[src/ies_pkg.sv]
//============================================================
// contract
//============================================================
package ies_pkg;

   //============================================================
   // clock and times
   //============================================================
   localparam int unsigned CLK_HZ = 25_000_000; // system clock rate
   localparam int unsigned T_EDGE_US = 1000; // enable input lag, us
   localparam int unsigned T_SWAP_MS = 500; // charge to contactor swap
   localparam int unsigned T_RUN_MS = 1000; // charge to internal enables
   localparam int unsigned T_EDGE_CYC = T_EDGE_US * (CLK_HZ / 1_000_000);
   localparam int unsigned T_SWAP_CYC = T_SWAP_MS * (CLK_HZ / 1000);
   localparam int unsigned T_RUN_CYC = T_RUN_MS * (CLK_HZ / 1000);
   localparam int unsigned T_MS_CYC = CLK_HZ / 1000; // brake timer tick

   //============================================================
   // voltage checks, in volts
   //============================================================
   localparam logic [15:0] V_MIN_LINK = 16'h012C; // 300 V floor
   localparam logic [15:0] V_MARGIN = 16'h0032; // 50 V below peak
   localparam logic [7:0] SQRT2_NUM = 8'hB5; // root two as 181/128
   localparam int unsigned SQRT2_SHIFT = 7;

   //============================================================
   // register map, byte addresses
   //============================================================
   localparam logic [7:0] ADDR_STATUS = 8'h00; // read-only state
   localparam logic [7:0] ADDR_BRAKE_CTRL = 8'h04; // cancel selects
   localparam logic [7:0] ADDR_SPEED_THR = 8'h08; // speed threshold
   localparam logic [7:0] ADDR_BRAKE_TMR = 8'h0C; // timer stage, ms
   localparam logic [1:0] BRAKE_CTRL_RST = 2'h3; // both selects on
   localparam logic [15:0] SPEED_THR_RST = 16'h0010;
   localparam logic [15:0] BRAKE_TMR_RST = 16'h03E8; // 1000 ms
   localparam int unsigned BC_SPEED_BIT = 0; // cancel on low speed
   localparam int unsigned BC_TIMER_BIT = 1; // cancel on timer

   // sequencer states
   typedef enum logic [2:0] {
      SEQ_IDLE, SEQ_CHARGE, SEQ_SETTLE, SEQ_RUN, SEQ_STOP
   } ies_seq_t;

   // apb request from master
   typedef struct packed {
      logic psel;
      logic penable;
      logic pwrite;
      logic [7:0] paddr;
      logic [31:0] pwdata;
   } ies_apb_req_t;

   // enable outputs toward the modules
   typedef struct packed {
      logic internal_en; // internal enable signals issued
      logic infeed_pulse_en; // infeed power stage pulses
      logic drive_pulse_en; // drive power stage pulses
      logic setpoint_zero; // speed setpoint forced to 0
      logic regen_limit; // spindle ramp by regen limiting
      logic regulated; // link in regulated mode
   } ies_enables_t;

endpackage : ies_pkg

[src/ies_sequencer.sv]
// Local design decisions: the APB register port and the placing of the registers.
`timescale 1ns/100ps
`default_nettype none
//============================================================
// infeed power-on / power-off sequencer with apb registers
//============================================================
module ies_sequencer #(
   parameter int unsigned EDGE_CYC = ies_pkg::T_EDGE_CYC, // 1 ms lag
   parameter int unsigned SWAP_CYC = ies_pkg::T_SWAP_CYC, // 500 ms
   parameter int unsigned RUN_CYC = ies_pkg::T_RUN_CYC, // 1 s
   parameter int unsigned MS_CYC = ies_pkg::T_MS_CYC // brake tick
) (
   // clock, resets, enable
   input wire logic clk,
   input wire logic rst_n,
   input wire logic ce,
   input wire logic sync_reset,
   // apb slave
   input wire ies_pkg::ies_apb_req_t apb_req,
   output logic pready,
   output logic pslverr,
   output logic [31:0] prdata,
   // control inputs from contacts or controller
   input wire logic start_in,
   input wire logic pulse_en_in,
   input wire logic drive_en_in,
   input wire logic contactor_loop_in,
   // measurements, volts and speed magnitude
   input wire logic [15:0] vdc_link,
   input wire logic [15:0] vline,
   input wire logic [15:0] drive_speed,
   // contactor drives
   output logic precharge_on,
   output logic contactor_loop_out,
   // enable outputs
   output ies_pkg::ies_enables_t enables
);

   //============================================================
   // state
   //============================================================
   // everything that is clocked lives in this one struct
   typedef struct packed {
      ies_pkg::ies_seq_t seq; // sequencer state
      logic [31:0] tmr; // sequence delay counter
      logic line_on; // line contactor request
      logic pre_on; // pre-charge contactor request
      logic int_en; // internal enables issued
      logic brake_done; // drive pulses cancelled
      logic [31:0] ms_div; // brake millisecond prescaler
      logic [15:0] brake_ms; // elapsed brake time, ms
      logic [1:0] brake_ctrl; // cancel selects
      logic [15:0] speed_thr; // cancel speed threshold
      logic [15:0] brake_tmr; // cancel timer stage
      logic [31:0] rdata; // read data held for access phase
   } ies_st_t;

   ies_st_t st_r;
   ies_st_t st_nxt;

   //============================================================
   // delayed enable inputs
   //============================================================
   logic start_lag; // start after 1 ms lag
   logic pulse_lag; // pulse enable after 1 ms lag
   logic drive_lag; // drive enable after 1 ms lag

   // all three inputs share one lag so modules switch together
   ies_lag #(
      .LAG_CYC(EDGE_CYC)
   ) u_lag_start (
      .clk(clk),
      .rst_n(rst_n),
      .ce(ce),
      .srst(sync_reset),
      .din(start_in),
      .dout(start_lag)
   );

   ies_lag #(
      .LAG_CYC(EDGE_CYC)
   ) u_lag_pulse (
      .clk(clk),
      .rst_n(rst_n),
      .ce(ce),
      .srst(sync_reset),
      .din(pulse_en_in),
      .dout(pulse_lag)
   );

   ies_lag #(
      .LAG_CYC(EDGE_CYC)
   ) u_lag_drive (
      .clk(clk),
      .rst_n(rst_n),
      .ce(ce),
      .srst(sync_reset),
      .din(drive_en_in),
      .dout(drive_lag)
   );

   //============================================================
   // charge-complete check
   //============================================================
   logic [23:0] vpeak_raw; // line voltage times 181
   logic [16:0] vpeak; // root-two peak, volts
   logic charged; // both thresholds met

   // peak estimate errs by under 0.1 percent, well inside margin
   always_comb
   begin
      vpeak_raw = vline * 16'(ies_pkg::SQRT2_NUM);
      vpeak = 17'(vpeak_raw >> ies_pkg::SQRT2_SHIFT);
      charged = (vdc_link >= ies_pkg::V_MIN_LINK) &&
                (17'(vdc_link) + 17'(ies_pkg::V_MARGIN) >= vpeak);
   end

   //============================================================
   // apb decode
   //============================================================
   logic setup_ph; // first cycle of a transfer
   logic access_ph; // completing cycle of a transfer
   logic mapped; // address hits a register

   // address decode, used for the error answer only; the read mux decodes the address itself
   function automatic logic is_mapped(input logic [7:0] a);
      return a == ies_pkg::ADDR_STATUS || a == ies_pkg::ADDR_BRAKE_CTRL ||
             a == ies_pkg::ADDR_SPEED_THR || a == ies_pkg::ADDR_BRAKE_TMR;
   endfunction : is_mapped

   assign setup_ph = apb_req.psel && !apb_req.penable;
   assign access_ph = apb_req.psel && apb_req.penable && ce;
   assign mapped = is_mapped(apb_req.paddr);
   // zero wait states; a frozen block simply stretches the access
   assign pready = apb_req.penable && ce;
   assign pslverr = apb_req.psel && apb_req.penable && !mapped;
   assign prdata = st_r.rdata;

   //============================================================
   // next-state logic
   //============================================================
   logic loop_ok; // coil loop closed
   logic tick_ms; // brake millisecond tick
   logic cancel_speed; // speed fell below threshold
   logic cancel_timer; // timer stage expired

   always_comb
   begin
      st_nxt = st_r;
      loop_ok = contactor_loop_in;
      tick_ms = (st_r.ms_div == MS_CYC - 1);
      cancel_speed = st_r.brake_ctrl[ies_pkg::BC_SPEED_BIT] &&
                     (drive_speed < st_r.speed_thr);
      cancel_timer = st_r.brake_ctrl[ies_pkg::BC_TIMER_BIT] &&
                     (st_r.brake_ms >= st_r.brake_tmr);

      // sequencer; start, charge completion, the delay counter and the loop move it
      unique case (st_r.seq)
         // contactors open, waiting for start
         ies_pkg::SEQ_IDLE:
         begin
            st_nxt.tmr = '0;
            if (start_in)
            begin
               st_nxt.seq = ies_pkg::SEQ_CHARGE;
               st_nxt.pre_on = 1'b1;
            end
         end
         // pre-charge runs to completion even if start drops
         ies_pkg::SEQ_CHARGE:
         begin
            if (charged)
            begin
               st_nxt.seq = ies_pkg::SEQ_SETTLE;
               st_nxt.tmr = '0;
            end
         end
         // delays counted from charge completion
         ies_pkg::SEQ_SETTLE:
         begin
            st_nxt.tmr = st_r.tmr + 32'h0000_0001;
            if (st_r.tmr == SWAP_CYC - 1)
            begin
               st_nxt.pre_on = 1'b0;
               st_nxt.line_on = 1'b1;
            end
            if (!start_lag && !start_in && loop_ok)
            begin
               st_nxt.seq = ies_pkg::SEQ_STOP;
               st_nxt.pre_on = 1'b0;
            end
            else if (st_r.tmr == RUN_CYC - 1)
            begin
               st_nxt.seq = ies_pkg::SEQ_RUN;
               st_nxt.int_en = 1'b1;
            end
         end
         // running; withdrawal seen only after the 1 ms lag
         ies_pkg::SEQ_RUN:
         begin
            if (!start_lag)
            begin
               st_nxt.seq = ies_pkg::SEQ_STOP;
               st_nxt.int_en = 1'b0;
            end
         end
         // pulses already inhibited, now drop the line contactor
         ies_pkg::SEQ_STOP:
         begin
            st_nxt.int_en = 1'b0;
            st_nxt.line_on = 1'b0;
            st_nxt.pre_on = 1'b0;
            st_nxt.seq = ies_pkg::SEQ_IDLE;
         end
      endcase

      // open loop isolates the link; sequence restarts from idle
      if (!loop_ok && st_r.line_on)
      begin
         st_nxt.seq = ies_pkg::SEQ_IDLE;
         st_nxt.line_on = 1'b0;
         st_nxt.int_en = 1'b0;
      end

      // braking after drive inhibit, timed in milliseconds
      if (drive_lag || !pulse_lag || !st_r.int_en)
      begin
         // pulse withdrawal ends any braking at once: coasting
         st_nxt.brake_done = !drive_lag;
         st_nxt.brake_ms = '0;
         st_nxt.ms_div = '0;
      end
      else
      begin
         st_nxt.ms_div = tick_ms ? '0 : st_r.ms_div + 32'h0000_0001;
         if (tick_ms && st_r.brake_ms != 16'hFFFF)
            st_nxt.brake_ms = st_r.brake_ms + 16'h0001;
         if (cancel_speed || cancel_timer)
            st_nxt.brake_done = 1'b1;
      end

      // register writes, taken in the access phase
      if (access_ph && apb_req.pwrite)
      begin
         unique case (apb_req.paddr)
            ies_pkg::ADDR_BRAKE_CTRL:
               st_nxt.brake_ctrl = apb_req.pwdata[1:0];
            ies_pkg::ADDR_SPEED_THR:
               st_nxt.speed_thr = apb_req.pwdata[15:0];
            ies_pkg::ADDR_BRAKE_TMR:
               st_nxt.brake_tmr = apb_req.pwdata[15:0];
            default:
               st_nxt.brake_ctrl = st_r.brake_ctrl; // status, unmapped
         endcase
      end

      // read data captured in setup so it comes from a flop
      if (setup_ph)
      begin
         unique case (apb_req.paddr)
            ies_pkg::ADDR_STATUS:
               st_nxt.rdata = {21'h000000, st_r.brake_done, drive_lag,
                               pulse_lag, start_lag, charged,
                               st_r.int_en, st_r.line_on, st_r.pre_on,
                               3'(st_r.seq)};
            ies_pkg::ADDR_BRAKE_CTRL:
               st_nxt.rdata = {30'h00000000, st_r.brake_ctrl};
            ies_pkg::ADDR_SPEED_THR:
               st_nxt.rdata = {16'h0000, st_r.speed_thr};
            ies_pkg::ADDR_BRAKE_TMR:
               st_nxt.rdata = {16'h0000, st_r.brake_tmr};
            default:
               st_nxt.rdata = 32'h0000_0000;
         endcase
      end

      // synchronous reset: idle, contactors open, all inhibited
      if (sync_reset)
      begin
         st_nxt.seq = ies_pkg::SEQ_IDLE;
         st_nxt.tmr = '0;
         st_nxt.line_on = 1'b0;
         st_nxt.pre_on = 1'b0;
         st_nxt.int_en = 1'b0;
         st_nxt.brake_done = 1'b0;
         st_nxt.ms_div = '0;
         st_nxt.brake_ms = '0;
      end
   end

   //============================================================
   // state register
   //============================================================
   // async reset to constants; ce freezes everything
   always_ff @(posedge clk or negedge rst_n)
   begin
      if (!rst_n)
      begin
         st_r <= '0;
         st_r.brake_ctrl <= ies_pkg::BRAKE_CTRL_RST;
         st_r.speed_thr <= ies_pkg::SPEED_THR_RST;
         st_r.brake_tmr <= ies_pkg::BRAKE_TMR_RST;
      end
      else if (ce)
      begin
         st_r <= st_nxt;
      end
   end

   //============================================================
   // outputs
   //============================================================
   // coil drive is broken by the external loop without delay
   assign contactor_loop_out = st_r.line_on && contactor_loop_in;
   assign precharge_on = st_r.pre_on;

   // start gates every output but setpoint_zero; pulse enable then has top priority
   always_comb
   begin
      enables.internal_en = st_r.int_en;
      enables.infeed_pulse_en = st_r.int_en && pulse_lag;
      // link stays unregulated while infeed pulses are inhibited
      enables.regulated = st_r.int_en && pulse_lag;
      enables.drive_pulse_en = st_r.int_en && pulse_lag &&
                               (drive_lag || !st_r.brake_done);
      enables.setpoint_zero = !drive_lag;
      // spindles decelerate only through regenerative limiting
      enables.regen_limit = st_r.int_en && pulse_lag && !drive_lag &&
                            !st_r.brake_done;
   end

endmodule : ies_sequencer
`default_nettype wire

[src/ies_lag.sv]
`timescale 1ns/100ps
`default_nettype none
//============================================================
// level follower that copies its input after a fixed lag
//============================================================
module ies_lag #(
   parameter int unsigned LAG_CYC = 25000 // cycles a change must hold
) (
   // clock and resets
   input wire logic clk,
   input wire logic rst_n,
   input wire logic ce,
   input wire logic srst,
   // level in and out
   input wire logic din,
   output logic dout
);
   localparam int CW = $clog2(LAG_CYC + 1);

   // all state of this follower
   typedef struct packed {
      logic [CW-1:0] cnt; // cycles the input differs
      logic q; // followed level
   } ies_lag_st_t;

   ies_lag_st_t st_r;
   ies_lag_st_t st_nxt;

   // a glitch shorter than the lag restarts the count
   always_comb
   begin
      st_nxt = st_r;
      if (srst)
      begin
         st_nxt = '0;
      end
      else if (din == st_r.q)
      begin
         st_nxt.cnt = '0;
      end
      else if (st_r.cnt == CW'(LAG_CYC - 1))
      begin
         st_nxt.q = din;
         st_nxt.cnt = '0;
      end
      else
      begin
         st_nxt.cnt = st_r.cnt + 1'b1;
      end
   end

   // state register, frozen while ce is low
   always_ff @(posedge clk or negedge rst_n)
   begin
      if (!rst_n)
         st_r <= '0;
      else if (ce)
         st_r <= st_nxt;
   end

   assign dout = st_r.q;

endmodule : ies_lag
`default_nettype wire

[config.mk]
export PLATFORM = sky130hd
export DESIGN_NAME = ies_sequencer
export DESIGN_NICKNAME = d
export VERILOG_FILES = /design/src/ies_pkg.sv /design/src/ies_sequencer.sv /design/src/ies_lag.sv
export SDC_FILE = /design/constraint.sdc
export NUM_CORES = 1
export LEC_CHECK = 0
export BUFFER_PORTS_ARGS = -buffer_cell sky130_fd_sc_hd__buf_2
export CORE_MARGIN = 3
export CORE_UTILIZATION = 45
export DETAILED_ROUTE_END_ITERATION = 10
export SYNTH_ARGS = -nofsm -noshare
export SYNTH_HDL_FRONTEND = slang
export SYNTH_SLANG_ARGS = --single-unit
[constraint.sdc]
create_clock -name clk -period 5.2 [get_ports clk]
set_clock_uncertainty 0.05 [all_clocks]
set_input_delay 0.52 -clock clk [delete_from_list [all_inputs] [get_ports clk]]
set_output_delay 0.52 -clock clk [all_outputs]
set_load 0.1 [all_outputs]
==> impl_metrics.py, run 1 <==
metrics = {
    "pwr": {
        "p_comb_frac": 0.469,
        "p_sw_frac": 0.379,
        "p_leak_uw": 0.00746,
        "power.switching_uw": 2040,
        "peakVddDrop_mv": 0.197,
        "power_density_nw_per_um2": 337,
        "internal-power_uw": 3330,
        "p_seq_frac": 0.284,
        "p_clk_frac": 0.246,
    },
    "global_route": {
        "grt.total_usage": 0.204,
        "grt_max_degree": 96,
        "grt_pass1_vias": 10999,
        "antenna_found_initial": 5,
        "overflow": 0,
        "grt_pass1_wl_um": 53800,
    },
    "clock_network": {
        "numCtsBuffers": 17,
        "cts_sinks": 185,
        "clk_path_buf_depth": 2,
        "path_clk_slew_ns": 0.08,
        "cts_root_buffer": "clkbuf_16",
        "cts_tree": "built",
        "h-tree-depth": 4,
        "clk_latency_ns": 0.44,
    },
    "timing": {
        "finalHoldViolations": 0,
        "hold_ws_ns": 0.0573,
        "setup_ws_ns": -0.480,
        "min_period_ns": 5.68,
        "tightest_slew_ns": 0.874,
        "max_freq_mhz": 176,
        "rsz0062_at_grt": "true",
        "setup_viol": 36,
        "period_share": 1.09,
        "relSlewSlack": 0.415,
        "final.setup.tns_ns": -15.21,
        "final-max-slew-violation-count": 0,
    },
    "worst_setup_path": {
        "timing.rr.end": "st_r[132]",
        "r2r-start": "st_r[151]",
        "cp-end-kind": "register",
        "reg2reg_depth": 6,
        "start_kind": "input pin",
        "cp.required_ns": 5.51,
        "crit_fanout": 5,
        "reg2reg_slack_ns": 2.04,
        "worstSetupPathType": "input pin to register",
        "cp.arrival_ns": 5.98,
    },
    "logic_synthesis": {
        "muxShareOfSynthArea": 0.0290,
        "synth_compound_gate_area_share": 0.133,
        "netlist_instances": 1507,
        "synth.distinct_cells": 81,
        "ys_async_sr_fraction": 1.00,
        "yosysTopAreaCellShare": 0.326,
        "synth_area_leaders": "dfrtp_1, ha_1, fa_1",
        "synth_top_family_by_area": "simple AND/OR/NAND/NOR gates",
        "synthFlopType": "dfrtp_1",
        "syn-cell-area_um2": 13500,
        "synth_xor_area_frac": 0.0590,
        "synth_edf_count": 0,
        "yosys_warnings": 0,
        "yosys.area.top_type": "dfrtp_1",
        "yosys_register_bits": 185,
        "syn_avg_cell_area_um2": 8.96,
        "yosys.area_share.adder": 0.159,
        "synthSimpleGateAreaFrac": 0.205,
        "synth-seq-area-share": 0.344,
    },
    "cells_and_area": {
        "drive_gt1_frac": 0.209,
        "layout_common_cells": "dfrtp_1, nand2_1, nor2_1",
        "multi_input_area_um2": 8470,
        "finish.utilization": 0.547,
        "stdcell_count": 2047,
        "area_growth_pct": 18.1,
        "final_nets": 1900,
        "seq_area_um2": 4640,
        "layout_commonest_cell": "dfrtp_1",
        "n_fill_cell": 2703,
    },
    "placement": {
        "dp_hpwl_um": 24100,
        "portBuffers": 108,
        "dp.cells": 2006,
        "place.gp.congestion": 0.872,
    },
    "floorplan": {
        "initial_core_util": 0.463,
        "die_y_um": 179,
        "io_pins": 141,
        "chipWidth_um": 179,
        "die_area_um2": 32100,
        "design.core.area_um2": 29200,
        "rows": 62,
    },
    "route": {
        "drc": 0,
        "post_drt_wl_per_cell_um": 15.7,
        "dr_total_vias": 11140,
        "firstDrtPassIters": 5,
        "drt_iter0_drc": 727,
        "drt-vias-per-instance": 5.44,
        "totalWireLength_um": 32200,
        "ant_nets": 0,
    },
    "run": {
        "drv_cap": 0,
    },
    "outcome": {
        "violations": "setup timing",
        "status": "finished, violations left",
    },
    "min_path": {
        "min_path_type": "input pin to asynchronous set/reset pin",
    },
}
## sequential cells by signal, summed over array words and instances, names as in the netlist
name,flops
u_lag_start.dout,1
u_lag_pulse.dout,1
u_lag_start.st_r,15
enables,1
prdata,16
u_lag_drive.st_r,15
u_lag_pulse.st_r,15
st_r,119
u_lag_drive.dout,1
precharge_on,1
## cells in the mapped netlist, types with 22 or more instances
library cell,number
nand3_1,76
dfrtp_1,176
nand4_1,46
a21oi_1,58
buf_4,34
o31ai_1,22
and3_1,30
o21ai_0,107
xor2_1,54
nand2_1,142
nor2_1,119
fa_1,33
ha_1,119
clkbuf_1,30
nor3_1,26
xnor2_1,37
inv_1,126
## critical path, cell delays in order
cell and delay (ns):
buf_8 0.11, ha_4 0.26, inv_4 0.04, fa_1 0.51
inv_2 0.04, fa_2 0.52, fa_1 0.41, ha_1 0.30
o211ai_1 0.12, and2_1 0.19, or3b_4 0.36, o211ai_1 0.27
o31ai_2 0.13, o21bai_1 0.18, xnor2_1 0.10, ha_1 0.36
a21oi_2 0.16, nand2_2 0.07, a221oi_4 0.31, nor3_2 0.10
o41ai_4 0.38, buf_6 0.19, buf_6 0.14, inv_8 0.04
a31oi_4 0.14
## cells by family (layout without fill, tap and decap cells)
| kind of cell | Yosys count | count (layout) |
|---|---|---|
| buf+inv | 209 | 349 |
| fa+ha+maj | 152 | 152 |
| mux | 34 | 34 |
| simple gates | 550 | 550 |
| other cells | 1 | 17 |
| compound gates | 285 | 285 |
| flops | 185 | 185 |
| xor+xnor | 91 | 91 |
## routing by layer
layer	track usage	up-vias	routed length (µm)
met5	0	-	46
met4	0.0432	8	440
met3	0.0398	39	1510
met2	0.339	226	15100
met1	0.278	5313	15100
li1	-	5554	-
## cell type report
class	count	area share
multi-input cells	1128	0.531
flip-flops and latches	185	0.291
repair buffers	190	0.0795
inverters	127	0.0310
well taps	384	0.0301
clock buffers	18	0.0269
clock inverters	14	0.0104
diodes	1	0.000157
## power by group through the flow
| stage | clock (µW) | combinational, µW | sequential (µW) |
|---|---|---|---|
| detailed placement | 0 | 2210 | 1550 |
| finish | 1320 | 2520 | 1530 |
| global placement | 0 | 2170 | 1550 |
| global route | 1420 | 2850 | 1530 |
| CTS | 1360 | 2360 | 1530 |
| floorplan | 0 | 1520 | 1540 |
## through the flow
step           power (µW)  worst slack (ns)  instance area [µm²]
2_1_floorplan        3050            -0.467                13700
3_3_place_gp         3720            -0.919                14900
3_5_place_dp         3770             -1.10                14900
4_1_cts              5240            -0.379                15600
5_1_grt              5800            -0.711                15900
6_report             5370            -0.480                15900
## what timing repair did
action	4_1_cts	5_1_grt
setup endpoints to repair	36	36
resized for setup	42	51
hold buffers	0	0
cloned	0	1
pin swaps	37	39
buffers inserted	4	4
## worst max-delay path by stage
stage,startpoint,to,cells after the start
2_1_floorplan,vline[10],st_r[143],24
3_3_place_gp,vline[8],st_r[149],23
3_5_place_dp,vline[7],st_r[135],23
4_1_cts,vline[8],st_r[138],23
5_1_grt,vline[4],st_r[131],27
6_report,vline[7],st_r[138],25
Note: power is estimated with default switching activity, not from simulation.
==> run 2, diff against run 1 <==
--- a/config.mk
+++ b/config.mk
@@ -7,8 +7,10 @@
 export LEC_CHECK = 0
 export BUFFER_PORTS_ARGS = -buffer_cell sky130_fd_sc_hd__buf_2
 export CORE_MARGIN = 3
-export CORE_UTILIZATION = 45
+export CORE_UTILIZATION = 50
 export DETAILED_ROUTE_END_ITERATION = 10
+export PLACE_DENSITY = 0.69
+export SKIP_CTS_REPAIR_TIMING = 1
 export SYNTH_ARGS = -nofsm -noshare
 export SYNTH_HDL_FRONTEND = slang
 export SYNTH_SLANG_ARGS = --single-unit
==> constraint.sdc (replaced) <==
create_clock -name clk -period 6.4 [get_ports clk]
set_clock_uncertainty 0.05 [all_clocks]
set_input_delay 0.64 -clock clk [delete_from_list [all_inputs] [get_ports clk]]
set_output_delay 0.64 -clock clk [all_outputs]
set_load 0.1 [all_outputs]
==> impl_metrics.py, run 2 (synthesis gave the netlist of run 1 again) <==
metrics = {
    "timing": {
        "period_share": 0.944,
        "rsz0062_at_grt": "false",
        "finalHoldViolations": 0,
        "relSlewSlack": 0.408,
        "setup_viol": 0,
        "final.setup.tns_ns": 0,
        "final-max-slew-violation-count": 0,
        "min_period_ns": 6.04,
        "tightest_slew_ns": 0.885,
        "hold_ws_ns": 0.174,
        "max_freq_mhz": 165,
    },
    "cells_and_area": {
        "layout_common_cells": "dfrtp_1, nand2_1, inv_1",
        "n_fill_cell": 2305,
        "final_nets": 1880,
        "largest_register": "st_r",
        "drive_gt1_frac": 0.160,
        "layout_commonest_cell": "dfrtp_1",
        "largest_register_ffs": 119,
        "area_growth_pct": 12.4,
        "stdcell_count": 1978,
    },
    "global_route": {
        "grt.total_usage": 0.214,
        "use_met3": 0.0314,
        "top_usage_layer": "met2",
        "overflow": 0,
        "grt_max_degree": 77,
        "grt_pass1_wl_um": 51500,
        "grt.met1_usage": 0.285,
        "use_met2": 0.367,
        "antenna_found_initial": 4,
        "grt_pass1_vias": 10839,
    },
    "route": {
        "totalWireLength_um": 30400,
        "post_drt_wl_per_cell_um": 15.4,
        "drc": 0,
        "drt-vias-per-instance": 5.66,
        "dr_total_vias": 11200,
        "firstDrtPassIters": 5,
        "ant_nets": 0,
        "drt_iter0_drc": 718,
    },
    "clock_network": {
        "cts_root_buffer": "clkbuf_16",
        "cts_tree": "built",
        "clk_path_buf_depth": 2,
        "h-tree-depth": 4,
        "cts_sinks": 185,
        "clk_latency_ns": 0.43,
        "numCtsBuffers": 17,
        "path_clk_slew_ns": 0.07,
    },
    "worst_setup_path": {
        "cp-end-kind": "register",
        "crit_fanout": 13,
        "start_kind": "input pin",
        "cp.required_ns": 6.70,
        "cp_slowest_cell": "fa_1",
        "crit_top_cell": "inv_1",
        "crit_buf_inv": 8,
        "worstSetupPathType": "input pin to register",
        "critPathTopFamily": "adder cells",
        "cpPeakStageDelay_ns": 0.55,
        "cp.arrival_ns": 6.34,
    },
    "floorplan": {
        "initial_core_util": 0.514,
        "rows": 59,
        "chipWidth_um": 170,
        "io_pins": 141,
        "die_area_um2": 29000,
        "design.core.area_um2": 26300,
        "die_y_um": 170,
    },
    "min_path": {
        "min_path_type": "input pin to asynchronous set/reset pin",
    },
    "pwr": {
        "p_leak_uw": 0.00725,
        "peakVddDrop_mv": 0.160,
        "power_density_nw_per_um2": 270,
    },
    "placement": {
        "dp.cells": 1945,
        "dp_hpwl_um": 23300,
        "portBuffers": 108,
        "place.gp.congestion": 0.845,
    },
    "run": {
        "drv_cap": 0,
    },
    "outcome": {
        "status": "completed",
    },
}
==> run 2: worst register-to-register path, cell delays in order, from the launching register on <==
cell      delay, ns
dfrtp_1        0.67
inv_1          0.30
or3_1          0.49
nand2b_1       0.42
nor2_1         0.77
nand3_1        0.17
o31ai_1        0.22
==> run 2: final timing paths <==
| path | start | to | slack (ns) | depth (start not counted) |
|---|---|---|---|---|
| setup / recovery | vline[11] | st_r[143] | 0.36 | 26 |
| hold / removal | rst_n | prdata[15] | 0.17 | 1 |
| setup reg to reg | st_r[151] | st_r[132] | 3.23 | 6 |
| hold reg to reg | prdata[5] | prdata[5] | 0.43 | 2 |
| max in group asynchronous | rst_n | st_r[82] | 4.85 | 2 |
| min in group clk | apb_req[12] | st_r[44] | 0.38 | 3 |
==> run 2: area by class of cell <==
| cell class | instances | area (µm²) | area share |
|---|---|---|---|
| diodes | 2 | 5.00 | 0.000330 |
| clock buffers | 21 | 470 | 0.0310 |
| clock inverters | 10 | 165 | 0.0109 |
| inverters | 127 | 477 | 0.0314 |
| multi-input cells | 1128 | 7980 | 0.526 |
| flip-flops and latches | 185 | 4640 | 0.306 |
| well taps | 335 | 419 | 0.0276 |
| repair buffers | 170 | 1020 | 0.0672 |
==> run 2: per-layer routing <==
metal | share of wire | wire (µm)
met4 | 0.013 | 383
met2 | 0.49 | 14800
met3 | 0.044 | 1330
met1 | 0.46 | 13900
met5 | 0.00046 | 14
==> run 2: power breakdown <==
group | internal [µW] | switching (µW)
clock network | 685 | 449
logic | 764 | 959
registers | 1190 | 48.9
total | 2640 | 1460
==> run 2: metrics by stage <==
step           worst slack, ns   util  total power, µW  instance area, µm²
2_1_floorplan            0.331      -             2410               13600
3_3_place_gp            -0.176  0.552             2920               14500
6_report                 0.356  0.578             4100               15200
4_1_cts                  0.118  0.576             4110               15100
3_5_place_dp            -0.307  0.552             2970               14500
5_1_grt                 0.0335  0.578             4430               15200
